===== src/design/iirq_pkg.sv =====
package iirq_pkg;

  // ****************************************************************
  // register byte offsets (AXI4-Lite, one word each)
  // ****************************************************************
  localparam logic [7:0] ADDR_IRQ_CTRL     = 8'h00;
  localparam logic [7:0] ADDR_OVERVIEW     = 8'h04;
  localparam logic [7:0] ADDR_LINE_STATUS  = 8'h08;
  localparam logic [7:0] ADDR_LINE_MASK    = 8'h0C;
  localparam logic [7:0] ADDR_FIFO_BLK0    = 8'h10;
  localparam logic [7:0] ADDR_FIFO_BLK1    = 8'h14;
  localparam logic [7:0] ADDR_FIFO_BLK2    = 8'h18;
  localparam logic [7:0] ADDR_FIFO_BLK3    = 8'h1C;
  localparam logic [7:0] ADDR_FIFO_MASK0   = 8'h20;
  localparam logic [7:0] ADDR_FIFO_MASK1   = 8'h24;
  localparam logic [7:0] ADDR_FIFO_MASK2   = 8'h28;
  localparam logic [7:0] ADDR_FIFO_MASK3   = 8'h2C;
  localparam logic [7:0] ADDR_MISC_STATUS  = 8'h30;
  localparam logic [7:0] ADDR_MISC_MASK    = 8'h34;
  localparam logic [7:0] ADDR_TIMER_SCALE  = 8'h38;
  localparam logic [7:0] ADDR_PIN_MODE     = 8'h3C;
  localparam logic [7:0] ADDR_FIFO_CFG_LO  = 8'h40;
  localparam logic [7:0] ADDR_FIFO_CFG_HI  = 8'hBC;

  // ****************************************************************
  // fields
  // ****************************************************************
  localparam int CTRL_FIFO_EN_BIT   = 0;
  localparam int CTRL_GLOBAL_EN_BIT = 3;
  localparam int CTRL_POLARITY_BIT  = 4;
  localparam int OVW_MISC_BIT       = 4;
  localparam int OVW_LINE_BIT       = 5;
  localparam int MISC_SLIP_BIT      = 0;
  localparam int MISC_TIMER_BIT     = 1;
  localparam int MISC_PROC_BIT      = 2;
  localparam int MISC_CI_BIT        = 3;
  localparam int MISC_WAKE_BIT      = 4;
  localparam int MISC_MON_TX_BIT    = 5;
  localparam int MISC_MON_RX_BIT    = 6;
  localparam int CFG_TRANSP_BIT     = 0;
  localparam int CFG_MIX_BIT        = 1;
  localparam int CFG_COND_LSB       = 2;
  localparam int PIN_WAKE_EN_BIT    = 0;

  localparam int NUM_FIFOS  = 32;
  localparam int NUM_BLOCKS = 4;
  localparam int MISC_W     = 7;
  localparam int CI_W       = 4;
  localparam int COND_W     = 3;
  localparam int TSCALE_W   = 4;

  // reset values: all sources disabled
  localparam logic [7:0] RST_BYTE = 8'h00;
  localparam logic [31:0] RST_WORD = 32'h0000_0000;

  // ****************************************************************
  // timing: frame pulse every 125 us, timer base 250 us
  // ****************************************************************
  localparam int TIMER_BASE_US  = 250;
  localparam int FRAME_US       = 125;
  localparam int TIMER_BASE_FRM = TIMER_BASE_US / FRAME_US;
  localparam int TCNT_W         = 17;

  localparam logic [1:0] RESP_OKAY   = 2'b00;
  localparam logic [1:0] RESP_SLVERR = 2'b10;

endpackage : iirq_pkg


===== src/design/iirq_engine.sv =====
// The implementer's own choices: the placing of the registers and the AXI4-Lite register port.
`timescale 1ns/10ps
`default_nettype none

module iirq_engine
  import iirq_pkg::*;
(
  input  wire logic                 i_clk,
  input  wire logic                 i_rst,
  // axi4-lite slave
  input  wire logic [7:0]           i_awaddr,
  input  wire logic                 i_awvalid,
  output logic                      o_awready,
  input  wire logic [31:0]          i_wdata,
  input  wire logic [3:0]           i_wstrb,
  input  wire logic                 i_wvalid,
  output logic                      o_wready,
  output logic [1:0]                o_bresp,
  output logic                      o_bvalid,
  input  wire logic                 i_bready,
  input  wire logic [7:0]           i_araddr,
  input  wire logic                 i_arvalid,
  output logic                      o_arready,
  output logic [31:0]               o_rdata,
  output logic [1:0]                o_rresp,
  output logic                      o_rvalid,
  input  wire logic                 i_rready,
  // event sources
  input  wire logic                 i_line_state_change,
  input  wire logic [NUM_FIFOS-1:0] i_fifo_end_of_frame,
  input  wire logic [NUM_FIFOS-1:0] i_fifo_underrun,
  input  wire logic [NUM_FIFOS-1:0] i_fifo_cond_met,
  input  wire logic                 i_frame_sync_source_sel,
  input  wire logic                 i_frame_pulse_primary,
  input  wire logic                 i_proc_active,
  input  wire logic [CI_W-1:0]      i_ci_indication,
  input  wire logic                 i_wake_pin,
  input  wire logic                 i_monitor_tx_ready,
  input  wire logic                 i_monitor_rx_stored,
  // per-fifo condition select for the source logic
  output logic [NUM_FIFOS*COND_W-1:0] o_fifo_cond_sel,
  // interrupt pin, open drain when active low
  output logic                      o_irq,
  output logic                      o_irq_oe
);

  // ****************************************************************
  // registers
  // ****************************************************************
  logic [7:0]           irq_ctrl;
  logic [7:0]           line_irq_status_reg;
  logic [7:0]           line_irq_mask_reg;
  logic [NUM_FIFOS-1:0] fifo_status;
  logic [NUM_FIFOS-1:0] fifo_mask;
  logic [MISC_W-1:0]    misc_status;
  logic [MISC_W-1:0]    misc_mask_reg;
  logic [TSCALE_W-1:0]  timer_event_scale;
  logic                 wake_pin_enable;
  logic [7:0]           fifo_config_reg [NUM_FIFOS];

  // ****************************************************************
  // bus handshake
  // ****************************************************************
  logic aw_held;
  logic w_held;
  logic [7:0]  aw_addr;
  logic [31:0] w_data;
  logic [3:0]  w_strb;

  // aw and w are taken in either order; the early one is parked until its partner arrives
  // nothing new is taken while a response waits, so one write at most is in flight
  assign o_awready = ~aw_held & ~o_bvalid;
  assign o_wready  = ~w_held & ~o_bvalid;
  assign o_arready = ~o_rvalid;

  wire aw_fire = i_awvalid & o_awready;
  wire w_fire  = i_wvalid & o_wready;
  wire ar_fire = i_arvalid & o_arready;

  wire       have_aw  = aw_held | aw_fire;
  wire       have_w   = w_held | w_fire;
  wire       wr_go    = have_aw & have_w;
  wire [7:0] wr_addr  = aw_held ? aw_addr : i_awaddr;
  wire [31:0] wr_data = w_held ? w_data : i_wdata;
  wire [3:0] wr_strb  = w_held ? w_strb : i_wstrb;
  wire       wr_lane0 = wr_go & wr_strb[0];

  always_ff @(posedge i_clk or posedge i_rst) begin
    if (i_rst) begin
      aw_held <= 1'b0;
      w_held  <= 1'b0;
      aw_addr <= 8'h00;
      w_data  <= 32'h0000_0000;
      w_strb  <= 4'h0;
    end else begin
      aw_held <= have_aw & ~wr_go;
      w_held  <= have_w & ~wr_go;
      if (aw_fire) aw_addr <= i_awaddr;
      if (w_fire) begin
        w_data <= i_wdata;
        w_strb <= i_wstrb;
      end
    end
  end

  // ****************************************************************
  // address decode
  // ****************************************************************
  wire wr_ctrl    = wr_lane0 & (wr_addr == ADDR_IRQ_CTRL);
  wire wr_lmask   = wr_lane0 & (wr_addr == ADDR_LINE_MASK);
  wire wr_mmask   = wr_lane0 & (wr_addr == ADDR_MISC_MASK);
  wire wr_tscale  = wr_lane0 & (wr_addr == ADDR_TIMER_SCALE);
  wire wr_pmode   = wr_lane0 & (wr_addr == ADDR_PIN_MODE);
  wire wr_fmask   = wr_lane0 & (wr_addr[7:4] == ADDR_FIFO_MASK0[7:4]);
  wire wr_cfg     = wr_lane0 & (wr_addr >= ADDR_FIFO_CFG_LO) & (wr_addr <= ADDR_FIFO_CFG_HI);
  wire [4:0] cfg_wr_idx = 5'(wr_addr[7:2] - ADDR_FIFO_CFG_LO[7:2]);
  wire [1:0] fmask_blk  = wr_addr[3:2];

  // status and overview take writes and drop them; only unknown offsets are refused
  // a write without byte lane 0 changes nothing and still answers okay
  wire wr_mapped = wr_ctrl | wr_lmask | wr_mmask | wr_tscale | wr_pmode | wr_fmask | wr_cfg
                 | (wr_addr == ADDR_OVERVIEW) | (wr_addr == ADDR_LINE_STATUS)
                 | (wr_addr == ADDR_MISC_STATUS) | (wr_addr[7:4] == ADDR_FIFO_BLK0[7:4])
                 | ~wr_strb[0];

  // read decode runs straight off the bus address; data is captured at the ar handshake
  wire [7:0] rd_addr = i_araddr;
  wire rd_line  = ar_fire & (rd_addr == ADDR_LINE_STATUS);
  wire rd_misc  = ar_fire & (rd_addr == ADDR_MISC_STATUS);
  wire rd_fblk  = ar_fire & (rd_addr[7:4] == ADDR_FIFO_BLK0[7:4]);
  wire [1:0] rd_blk = rd_addr[3:2];
  wire [4:0] cfg_rd_idx = 5'(rd_addr[7:2] - ADDR_FIFO_CFG_LO[7:2]);
  wire rd_cfg_hit = (rd_addr >= ADDR_FIFO_CFG_LO) & (rd_addr <= ADDR_FIFO_CFG_HI);

  // ****************************************************************
  // event generation
  // ****************************************************************
  logic                sync_sel_q;
  logic                proc_q;
  logic [CI_W-1:0]     ci_q;
  logic                mon_tx_q;
  logic                mon_rx_q;
  logic [TCNT_W-1:0]   timer_cnt;
  logic                track_valid;

  // 17 bits hold the longest period, 2^15 * 2 frame pulses
  // writing the scale restarts the count so the first period after a change is whole
  // period in frame pulses is 2^N * 2
  wire [TCNT_W-1:0] timer_period = TCNT_W'(TIMER_BASE_FRM) << timer_event_scale;
  wire timer_hit = i_frame_pulse_primary & (timer_cnt == timer_period - 1'b1);

  // events; slip and ci changes are suppressed on the first cycle after reset so no spurious change fires
  wire ev_slip   = track_valid & (i_frame_sync_source_sel != sync_sel_q);
  wire ev_proc   = proc_q & ~i_proc_active;
  wire ev_ci     = track_valid & (i_ci_indication != ci_q);
  wire ev_wake   = wake_pin_enable & i_wake_pin;
  // monitor lines are levels; only their rising edge counts as an event
  wire ev_mon_tx = i_monitor_tx_ready & ~mon_tx_q;
  wire ev_mon_rx = i_monitor_rx_stored & ~mon_rx_q;

  wire [MISC_W-1:0] misc_events;
  assign misc_events[MISC_SLIP_BIT]   = ev_slip;
  assign misc_events[MISC_TIMER_BIT]  = timer_hit;
  assign misc_events[MISC_PROC_BIT]   = ev_proc;
  assign misc_events[MISC_CI_BIT]     = ev_ci;
  assign misc_events[MISC_WAKE_BIT]   = ev_wake;
  assign misc_events[MISC_MON_TX_BIT] = ev_mon_tx;
  assign misc_events[MISC_MON_RX_BIT] = ev_mon_rx;

  always_ff @(posedge i_clk or posedge i_rst) begin
    if (i_rst) begin
      sync_sel_q  <= 1'b0;
      proc_q      <= 1'b0;
      ci_q        <= '0;
      mon_tx_q    <= 1'b0;
      mon_rx_q    <= 1'b0;
      track_valid <= 1'b0;
      timer_cnt   <= '0;
    end else begin
      sync_sel_q  <= i_frame_sync_source_sel;
      proc_q      <= i_proc_active;
      ci_q        <= i_ci_indication;
      mon_tx_q    <= i_monitor_tx_ready;
      mon_rx_q    <= i_monitor_rx_stored;
      track_valid <= 1'b1;
      // a scale write wins over a pending hit
      if (wr_tscale) timer_cnt <= '0;
      else if (timer_hit) timer_cnt <= '0;
      else if (i_frame_pulse_primary) timer_cnt <= timer_cnt + 1'b1;
    end
  end

  // ****************************************************************
  // fifo event selection per mode
  // ****************************************************************
  // the programmed condition is judged in the fifo logic; only its select leaves here
  logic [NUM_FIFOS-1:0] fifo_events;
  always_comb begin
    for (int f = 0; f < NUM_FIFOS; f++) begin
      if (fifo_config_reg[f][CFG_TRANSP_BIT]) begin
        fifo_events[f] = i_fifo_cond_met[f];
      end else if (fifo_config_reg[f][CFG_MIX_BIT]) begin
        fifo_events[f] = i_fifo_end_of_frame[f] | i_fifo_underrun[f]
                       | i_fifo_cond_met[f];
      end else begin
        fifo_events[f] = i_fifo_end_of_frame[f] | i_fifo_underrun[f];
      end
      o_fifo_cond_sel[f*COND_W +: COND_W] = fifo_config_reg[f][CFG_COND_LSB +: COND_W];
    end
  end

  // the enable gates the set only; bits already pending stay until read
  wire [NUM_FIFOS-1:0] fifo_set = fifo_events & {NUM_FIFOS{irq_ctrl[CTRL_FIFO_EN_BIT]}};

  // ****************************************************************
  // clear-on-read masks, set wins over clear
  // ****************************************************************
  // the clear takes the address of the read accepted this cycle, so data and clear agree
  // an event in that same cycle is or-ed in afterwards and waits for the next read
  wire [NUM_FIFOS-1:0] fifo_clr = rd_fblk ? (NUM_FIFOS'(32'h0000_00FF) << {rd_blk, 3'b000})
                                          : '0;
  wire [NUM_FIFOS-1:0] next_fifo_status = (fifo_status & ~fifo_clr) | fifo_set;
  wire [MISC_W-1:0] next_misc_status = (misc_status & ~{MISC_W{rd_misc}})
                                     | misc_events;
  wire line_set = i_line_state_change;
  wire [7:0] next_line_status = (line_irq_status_reg & ~{8{rd_line}}) | {7'b0, line_set};

  always_ff @(posedge i_clk or posedge i_rst) begin
    if (i_rst) begin
      fifo_status         <= '0;
      misc_status         <= '0;
      line_irq_status_reg <= RST_BYTE;
    end else begin
      fifo_status         <= next_fifo_status;
      misc_status         <= next_misc_status;
      line_irq_status_reg <= next_line_status;
    end
  end

  // ****************************************************************
  // control registers
  // ****************************************************************
  always_ff @(posedge i_clk or posedge i_rst) begin
    if (i_rst) begin
      irq_ctrl          <= RST_BYTE;
      line_irq_mask_reg <= RST_BYTE;
      misc_mask_reg     <= '0;
      fifo_mask         <= '0;
      timer_event_scale <= '0;
      wake_pin_enable   <= 1'b0;
      for (int f = 0; f < NUM_FIFOS; f++) fifo_config_reg[f] <= RST_BYTE;
    end else begin
      // only the low byte carries register bits
      if (wr_ctrl) irq_ctrl <= wr_data[7:0];
      if (wr_lmask) line_irq_mask_reg <= wr_data[7:0];
      if (wr_mmask) misc_mask_reg <= wr_data[MISC_W-1:0];
      if (wr_fmask) fifo_mask[{fmask_blk, 3'b000} +: 8] <= wr_data[7:0];
      if (wr_tscale) timer_event_scale <= wr_data[TSCALE_W-1:0];
      if (wr_pmode) wake_pin_enable <= wr_data[PIN_WAKE_EN_BIT];
      if (wr_cfg) fifo_config_reg[cfg_wr_idx] <= wr_data[7:0];
    end
  end

  // ****************************************************************
  // overview and pin
  // ****************************************************************
  // summaries follow the status directly and clear with it
  wire [NUM_BLOCKS-1:0] blk_summary;
  for (genvar b = 0; b < NUM_BLOCKS; b++) begin : g_blk
    assign blk_summary[b] = |fifo_status[b*8 +: 8];
  end
  wire misc_summary = |misc_status;
  wire line_summary = |line_irq_status_reg;
  // the line summary shares the overview so one read shows where to look
  wire [7:0] overview = {2'b00, line_summary, misc_summary, blk_summary};

  // masks act only on the pin; status bits are recorded regardless
  wire pending = |(fifo_status & fifo_mask) | |(misc_status & misc_mask_reg)
               | |(line_irq_status_reg & line_irq_mask_reg);
  wire irq_active = irq_ctrl[CTRL_GLOBAL_EN_BIT] & pending;

  // active low drives only low (open drain, shareable); active high drives both levels
  // registered pin: one cycle behind the status, but never glitches towards the host
  // limitation: active high drives the line at all times, so it cannot be shared
  logic irq_pin;
  logic irq_pin_oe;
  always_ff @(posedge i_clk or posedge i_rst) begin
    if (i_rst) begin
      irq_pin    <= 1'b1;
      irq_pin_oe <= 1'b0;
    end else begin
      irq_pin    <= irq_ctrl[CTRL_POLARITY_BIT] ? irq_active : ~irq_active;
      irq_pin_oe <= irq_ctrl[CTRL_POLARITY_BIT] | irq_active;
    end
  end
  assign o_irq    = irq_pin;
  assign o_irq_oe = irq_pin_oe;

  // ****************************************************************
  // read data and responses
  // ****************************************************************
  // unmapped offsets read as zero and answer slverr
  logic [31:0] rd_word;
  logic        rd_ok;
  always_comb begin
    rd_ok   = 1'b1;
    rd_word = RST_WORD;
    if (rd_cfg_hit) rd_word = {24'h0, fifo_config_reg[cfg_rd_idx]};
    else if (rd_addr[7:4] == ADDR_FIFO_BLK0[7:4])
      rd_word = {24'h0, fifo_status[{rd_blk, 3'b000} +: 8]};
    else if (rd_addr[7:4] == ADDR_FIFO_MASK0[7:4])
      rd_word = {24'h0, fifo_mask[{rd_blk, 3'b000} +: 8]};
    else begin
      unique case (rd_addr)
        ADDR_IRQ_CTRL:    rd_word = {24'h0, irq_ctrl};
        ADDR_OVERVIEW:    rd_word = {24'h0, overview};
        ADDR_LINE_STATUS: rd_word = {24'h0, line_irq_status_reg};
        ADDR_LINE_MASK:   rd_word = {24'h0, line_irq_mask_reg};
        ADDR_MISC_STATUS: rd_word = {25'h0, misc_status};
        ADDR_MISC_MASK:   rd_word = {25'h0, misc_mask_reg};
        ADDR_TIMER_SCALE: rd_word = {28'h0, timer_event_scale};
        ADDR_PIN_MODE:    rd_word = {31'h0, wake_pin_enable};
        default:          rd_ok   = 1'b0;
      endcase
    end
  end

  always_ff @(posedge i_clk or posedge i_rst) begin
    if (i_rst) begin
      o_bvalid <= 1'b0;
      o_bresp  <= RESP_OKAY;
      o_rvalid <= 1'b0;
      o_rresp  <= RESP_OKAY;
      o_rdata  <= RST_WORD;
    end else begin
      if (wr_go) begin
        o_bvalid <= 1'b1;
        o_bresp  <= wr_mapped ? RESP_OKAY : RESP_SLVERR;
      end else if (i_bready) o_bvalid <= 1'b0;
      // read data is taken before this edge's clear reaches the status
      if (ar_fire) begin
        o_rvalid <= 1'b1;
        o_rdata  <= rd_word;
        o_rresp  <= rd_ok ? RESP_OKAY : RESP_SLVERR;
      end else if (i_rready) o_rvalid <= 1'b0;
    end
  end

endmodule : iirq_engine

`default_nettype wire


===== config.mk =====
export PLATFORM = sky130hd
export DESIGN_NAME = iirq_engine
export DESIGN_NICKNAME = d
export VERILOG_FILES = /design/src/design/iirq_pkg.sv /design/src/design/iirq_engine.sv
export SDC_FILE = /design/constraint.sdc
export NUM_CORES = 1
export LEC_CHECK = 0
export BUFFER_PORTS_ARGS = -buffer_cell sky130_fd_sc_hd__buf_2
export CAP_MARGIN = 30
export CORE_UTILIZATION = 25
export DETAILED_ROUTE_END_ITERATION = 16
export PLACE_DENSITY = 0.5
export SLEW_MARGIN = 15
export SYNTH_ARGS = -nofsm -noshare
export SYNTH_HDL_FRONTEND = slang
export SYNTH_SLANG_ARGS = --single-unit

===== constraint.sdc =====
create_clock -name i_clk -period 28.2 [get_ports i_clk]
set_clock_uncertainty 0.1 [all_clocks]
set_input_delay 1.41 -clock i_clk [delete_from_list [all_inputs] [get_ports i_clk]]
set_output_delay 1.41 -clock i_clk [all_outputs]
set_load 0.02 [all_outputs]

==> results of run 1 <==
cell families (layout without fill, tap and decap cells):
| group | after synthesis | in the layout | synth area share (%) |
|---|---|---|---|
| AO/OA/AOI/OAI | 468 | 468 | 13.59 |
| adder cells (fa/ha/maj) | 7 | 7 | 0.3943 |
| XOR/XNOR | 21 | 21 | 0.8282 |
| other | 2 | 29 | 0.03382 |
| buffers and inverters | 281 | 413 | 7.239 |
| AND/OR/NAND/NOR | 482 | 482 | 11.25 |
| flip-flops | 422 | 422 | 47.55 |
| multiplexers | 302 | 302 | 19.10 |
worst reg2reg max path, cell delays in order (launching register included):
cell and delay, ns:
dfrtp_1 0.88, mux2i_1 0.73, inv_1 0.19, ha_1 0.35, inv_1 0.38, a21oi_1 0.14, o32ai_4 0.16, or2_1 0.16
buf_4 0.35, nand3_2 0.49, mux2_2 0.44
final timing paths:
| check | to | start | cells after the start | slack [ns] |
|---|---|---|---|---|
| setup / recovery | fifo_config_reg[153] | aw_held | 10 | 23.71 |
| hold / removal | misc_status[6] | mon_rx_q | 1 | 0.32 |
| setup reg to reg | fifo_config_reg[153] | aw_held | 10 | 23.71 |
| hold reg to reg | misc_status[6] | mon_rx_q | 1 | 0.32 |
| max in group asynchronous | o_fifo_cond_sel[10] | i_rst | 3 | 25.71 |
| min in group asynchronous | sync_sel_q | i_rst | 2 | 0.80 |
Yosys cell counts, types with 10 or more instances:
library cell	count
dfrtp_1	421
nor2_1	177
mux2_2	166
o21ai_0	161
buf_4	129
a21oi_1	111
nand2_1	101
clkbuf_1	81
mux4_2	78
a22o_1	55
buf_2	36
nand3_1	35
mux2i_1	32
inv_1	26
mux2_1	25
o41ai_1	25
and2_1	23
nor4_1	23
nor3_1	21
a22oi_1	17
xnor2_1	14
a31oi_1	13
nor2b_1	13
a211oi_1	12
a221oi_1	12
nor3_2	12
nand2b_1	10
cell type report:
class / instances / area [µm²] / share of cell area (%)
Sequential cell: 422 / 10560 / 41.16
Multi-Input combinational cell: 1307 / 10180 / 39.69
Timing Repair Buffer: 293 / 1640 / 6.393
Clock buffer: 72 / 1455 / 5.671
Tap cell: 1155 / 1445 / 5.632
Clock inverter: 21 / 259.0 / 1.009
Inverter: 27 / 108.9 / 0.4242
Antenna cell: 2 / 5.005 / 0.01951
power by group through the flow:
stage               clock (mW)  combinational, mW  sequential, mW
floorplan                    0              0.587           0.901
global placement             0              0.714           0.966
detailed placement           0              0.734           0.976
global route             0.722              0.792           0.995
CTS                      0.695              0.737           0.967
finish                   0.677              0.730           0.970
per-stage QoR:
step                utilization (%)  instances  hold WS (ns)  power (mW)  setup slack [ns]
floorplan                         -       2010        0.2996       1.487             14.94
global placement              27.22       3192        0.3215       1.680             23.24
detailed placement            27.29       3198        0.3258       1.710             23.24
CTS                           29.25       3291        0.3286       2.399             23.71
global route                  29.34       3297        0.3685       2.508             23.47
finish                        29.35       3299        0.3236       2.377             23.71
cell usage in the layout (no fill, tap or decap), drive strengths merged, types with 10 or more instances in the layout:
master	instances
buf	293
nor3	33
mux2	192
a22o	55
dfrtp	421
o21ai	163
nand2	101
a22oi	18
o41ai	25
clkinv	11
nor2	178
a21oi	112
conb	27
xnor2	14
a211oi	12
inv	28
clkbuf	72
mux4	78
a31oi	13
nand3	52
nor2b	13
mux2i	32
a221oi	12
and2	24
nand2b	10
nor4	25
layer usage:
metal  wire length [µm]  share of wire [%]  global-route usage [%]
met5                 39              0.050                       0
met4               2704                3.5                   5.782
met3               4781                6.2                   3.216
met1              31740                 41                   21.50
met2              38000                 49                   29.15
==> results.py, run 1 <==
metrics = {
    "clock_tree": {
        "numCtsBuffers": 51,
        "hold_buffers": 0,
        "cts_tree": "built",
        "path_clk_slew_ns": 0.06,
        "cts_setup_buffers": 0,
        "ctsLongestPathBuffers": 3,
        "htreeDepth": 2,
        "cts.repair.resized": 0,
        "root_buffer": "clkbuf_16",
        "clock_sinks": 422,
        "clk_latency_ns": 0.60,
    },
    "power_and_ir_drop": {
        "pwr-share-seq_pct": 40.8,
        "p_sw_mw": 0.8802,
        "pwr-share-comb_pct": 30.7,
        "p_clk_share_pct": 28.5,
        "peakVddDrop_uv": 40.83,
        "p_int_mw": 1.497,
        "p_leak_nw": 11.55,
        "p_per_area_mw_per_mm2": 92.64,
        "p_sw_share_pct": 37.03,
    },
    "global_routing": {
        "grt_pass1_wl_um": 114900,
        "grt_pass1_vias": 17022,
        "grt_max_degree": 171,
        "gr-total-overflow": 0,
        "grt.total_usage_pct": 17.06,
        "antenna_found_initial": 11,
    },
    "logic_synthesis": {
        "synth_top_flop_cell": "dfrtp_1",
        "yosys_warnings": 0,
        "yosysTopAreaCellShare_pct": 47.44,
        "avgSynthCellArea_um2": 11.19,
        "ys_ff_latch": 422,
        "synth-edff-count": 0,
        "ys_types": 82,
        "synthesis.area_mm2": 0.02221,
        "synth_area_leaders": "dfrtp_1, mux2_2, mux4_2, buf_4, o21ai_0",
        "ys_seq_area_share_pct": 47.55,
        "yosysTopAreaCell": "dfrtp_1",
        "synthCells": 1985,
        "async_reset_ff_share_pct": 100.0,
    },
    "cells_and_area": {
        "postLayoutCellArea_mm2": 0.02566,
        "layout-drive-gt1-share_pct": 31.28,
        "largest_reg_flops": 160,
        "area_delta_synth_final_pct": 15.53,
        "final_nets": 2275,
        "nFillCells": 8952,
    },
    "placement": {
        "io_buffers": 251,
        "placed_area_mm2": 0.02386,
        "hpwl_um": 55670,
        "gp_congestion": 0.9554,
    },
    "timing": {
        "worstMarginPinSlew_ns": 1.020,
        "period_share_pct": 15.92,
        "clock.fmax_mhz": 222.7,
        "slew_viol_final": 0,
        "finalSetupTns_ns": 0,
        "period_needed_ns": 4.490,
        "setup_violations": 0,
        "slew_headroom_pct": 31.47,
        "report.final.hold_viol_count": 0,
        "rsz0062_at_grt": "no",
    },
    "floorplanning": {
        "fp.coreArea_mm2": 0.08743,
        "dieWidth_um": 300.1,
        "initial_core_util_pct": 25.40,
        "die_height_um": 300.1,
        "dieArea_mm2": 0.09003,
        "ios": 305,
        "row_count": 108,
    },
    "job": {
        "maxCapViolations": 0,
    },
    "critical_path": {
        "crit_top_cell": "inv_1",
        "critPathSlowestCell": "dfrtp_1",
        "critPathRequiredTime_ns": 28.58,
        "arrival_ns": 4.87,
        "cp_cell_sequence": "mux2i_1 > inv_1 > ha_1 > inv_1 > a21oi_1 > o32ai_4 > or2_1 > buf_4 > nand3_2 > mux2_2",
        "path_max_fanout": 24,
        "critPathTopFamily": "multiplexers",
        "cp_slowest_stage_delay_ns": 0.88,
        "path_buf_inv": 3,
        "endpoint_kind": "flip-flop",
        "worstSetupPathType": "reg -> reg",
        "startpoint_type": "flip-flop",
    },
    "route": {
        "viasPerCell": 5.087,
        "first_pass_iters": 5,
        "initialDrtViolationCount": 1425,
        "num_vias": 16781,
        "post_drt_wl_per_cell_um": 23.42,
        "ant_nets": 0,
        "wirelength_um": 77270,
        "drc": 0,
    },
    "hold_path": {
        "hold_class": "reg -> reg",
    },
    "run_status": {
        "status": "finished clean",
    },
}
(Power assumes the default switching activity.)
==> run 2: changes to the inputs <==
ABC_AREA = 1   (was not set)
PLACE_DENSITY = 0.51   (was 0.5)
clock period = 3.6 ns   (was 28.2 ns; I/O delays follow)
==> results.py, run 2 <==
metrics = {
    "run_status": {
        "status": "finished clean",
    },
    "cells_and_area": {
        "area_delta_synth_final_pct": 20.79,
        "diodes": 0,
        "most-common-layout-cells": "nand2_1, dfrtp_1, nand4_1",
        "layout-drive-gt1-share_pct": 15.49,
        "largest_reg_flops": 160,
        "layout_commonest_cell": "nand2_1",
        "final_core_util_pct": 30.56,
        "postLayoutCellArea_mm2": 0.02810,
        "final_nets": 3487,
    },
    "critical_path": {
        "cp_slowest_stage_delay_ns": 0.69,
        "reg2reg_from": "aw_held",
        "r2r_slack_ns": 0.40,
        "critPathSlowestCell": "o21ai_1",
        "r2r_end": "fifo_config_reg[160]",
        "rr_worst_depth": 6,
        "worstSetupPathType": "reg -> reg",
        "arrival_ns": 3.62,
        "startpoint_type": "flip-flop",
        "critPathRequiredTime_ns": 4.02,
        "path_max_fanout": 13,
        "endpoint_kind": "flip-flop",
        "cp_cell_sequence": "o21ai_1 > nand3_1 > nor2_1 > nand3_1 > nand2_1 > nand2_1",
    },
    "placement": {
        "place_ws_ns": 0.3872,
        "placed_area_mm2": 0.02568,
        "gp_congestion": 0.9438,
        "hpwl_um": 67650,
        "io_buffers": 251,
    },
    "clock_tree": {
        "numCtsBuffers": 50,
        "cts_tree": "built",
        "htreeDepth": 2,
        "clock_sinks": 422,
        "clk_latency_ns": 0.63,
        "ctsLongestPathBuffers": 3,
        "path_clk_slew_ns": 0.06,
        "cts.repair.resized": 0,
        "root_buffer": "clkbuf_16",
    },
    "route": {
        "initialDrtViolationCount": 1920,
        "first_pass_iters": 5,
        "post_drt_wl_per_cell_um": 20.54,
        "wirelength_um": 94380,
        "num_vias": 22329,
        "drc": 0,
        "ant_nets": 0,
        "viasPerCell": 4.860,
    },
    "timing": {
        "report.final.hold_viol_count": 0,
        "worstMarginPinSlew_ns": 0.9480,
        "period_needed_ns": 3.204,
        "rsz0062_at_grt": "no",
        "clock.fmax_mhz": 312.1,
        "period_share_pct": 88.99,
        "setup_violations": 0,
        "slew_headroom_pct": 36.31,
        "worst_slack_ns": 0.3964,
        "slew_viol_final": 0,
    },
    "global_routing": {
        "grt_max_degree": 81,
        "grt_pass1_wl_um": 142000,
        "grt.total_usage_pct": 19.82,
        "gr-total-overflow": 0,
        "antenna_found_initial": 7,
        "grt_pass1_vias": 21623,
    },
    "logic_synthesis": {
        "synth-edff-count": 0,
        "ys_types": 47,
        "synthesis.area_mm2": 0.02326,
        "yosys_warnings": 0,
        "synth_top_flop_cell": "dfrtp_1",
        "yosysMostFrequentCell": "nand2_1",
        "synth_area_leaders": "dfrtp_1, nand2_1, nand4_1, o21ai_0, buf_4",
        "avgSynthCellArea_um2": 7.565,
        "synth_common_cells": "nand2_1, dfrtp_1, nand4_1, o21ai_0, nor2_1",
        "yosysTopAreaCell": "dfrtp_1",
        "async_reset_ff_share_pct": 100.0,
        "synthCells": 3075,
        "yosysTopAreaCellShare_pct": 45.29,
        "ys_ff_latch": 422,
        "ys_seq_area_share_pct": 45.40,
    },
    "power_and_ir_drop": {
        "peakVddDrop_uv": 397.9,
        "p_per_area_mw_per_mm2": 703.6,
        "p_leak_nw": 14.10,
    },
    "floorplanning": {
        "ios": 305,
        "initial_core_util_pct": 25.30,
        "row_count": 111,
        "fp.coreArea_mm2": 0.09194,
        "dieWidth_um": 307.0,
        "dieArea_mm2": 0.09427,
        "die_height_um": 307.0,
    },
    "hold_path": {
        "hold_class": "in -> reg",
        "min_from": "i_fifo_end_of_frame[27]",
        "min_path_cells": 5,
        "holdPathEnd": "fifo_status[27]",
    },
    "job": {
        "maxCapViolations": 0,
    },
}
## run 2: cell count changes in the layout (fill, tap and decap cells not counted), sizes merged, moves of 71 or more
cell and delta:
a21oi -73, buf +71, dlygate4sd3 +74, inv +148, mux2 -182, mux4 -78, nand2 +1039, nand4 +332
## run 2: layout make-up
cell class | count | area [µm²]
fillers | 10034 | 63840
multi-input cells | 2223 | 10560
flip-flops and latches | 422 | 10560
repair buffers | 438 | 3065
well taps | 1243 | 1555
clock buffers | 70 | 1416
inverters | 179 | 675.6
clock inverters | 19 | 262.8
## run 2: report_power, final
group	switching (mW)	total (mW)	internal (mW)
registers	1.14	7.26	6.12
logic	5.10	7.24	2.14
clock network	2.23	5.28	3.05
total	8.47	19.8	11.3
## run 2: critical path: cells and delay by family (launching register included)
family | cells | cell delay, ns
flops | 1 | 0.56
simple gates | 5 | 1.78
compound gates | 1 | 0.69
## run 2: per-stage QoR
stage | total power [mW] | hold slack [ns] | cells | setup TNS [ns]
2_1_floorplan | 11.81 | 0.1114 | 3100 | -999.69
3_3_place_gp | 14.34 | 0.2099 | 4430 | 0
3_5_place_dp | 14.40 | 0.1669 | 4431 | 0
4_1_cts | 19.90 | 0.01666 | 4594 | 0
5_1_grt | 20.94 | 0.05053 | 4594 | 0
6_report | 19.77 | 0.005267 | 4594 | 0
## run 2: layer usage
layer,up-vias,part of all wire [%],track usage [%],routed length (µm)
met5,-,0.042,0,40
met4,6,2.6,5.669,2493
met3,130,6.2,3.377,5852
met2,692,46,31.33,42990
met1,10866,46,27.65,43000
li1,10635,-,-,-
## run 2: kinds of logic after synthesis
family / share of synthesized area, %
flip-flops: 45.40
buffers and inverters: 9.692
adder cells (fa/ha/maj): 0.3765
AND/OR/NAND/NOR: 34.59
XOR/XNOR: 0.6024
other: 0.03228
AO/OA/AOI/OAI: 8.821
multiplexers: 0.4841
## run 2: what timing repair did
action                    in CTS  in global routing
hold buffers                  74                  0
hold endpoints to repair     123                  0
buffers inserted               0                  0
## run 2: worst max-delay path by stage
stage / endpoint / cells after the start / start / slack, ns
after detailed placement: fifo_config_reg[69] / 7 / aw_held / 0.39
after global placement: fifo_config_reg[70] / 14 / aw_held / 0.42
after floorplan: aw_addr[0] / 1 / i_rst / -2.37
final: fifo_config_reg[160] / 6 / aw_held / 0.40
after global routing: fifo_config_reg[49] / 14 / aw_held / 0.1
after CTS: o_fifo_cond_sel[76] / 14 / aw_held / 0.40
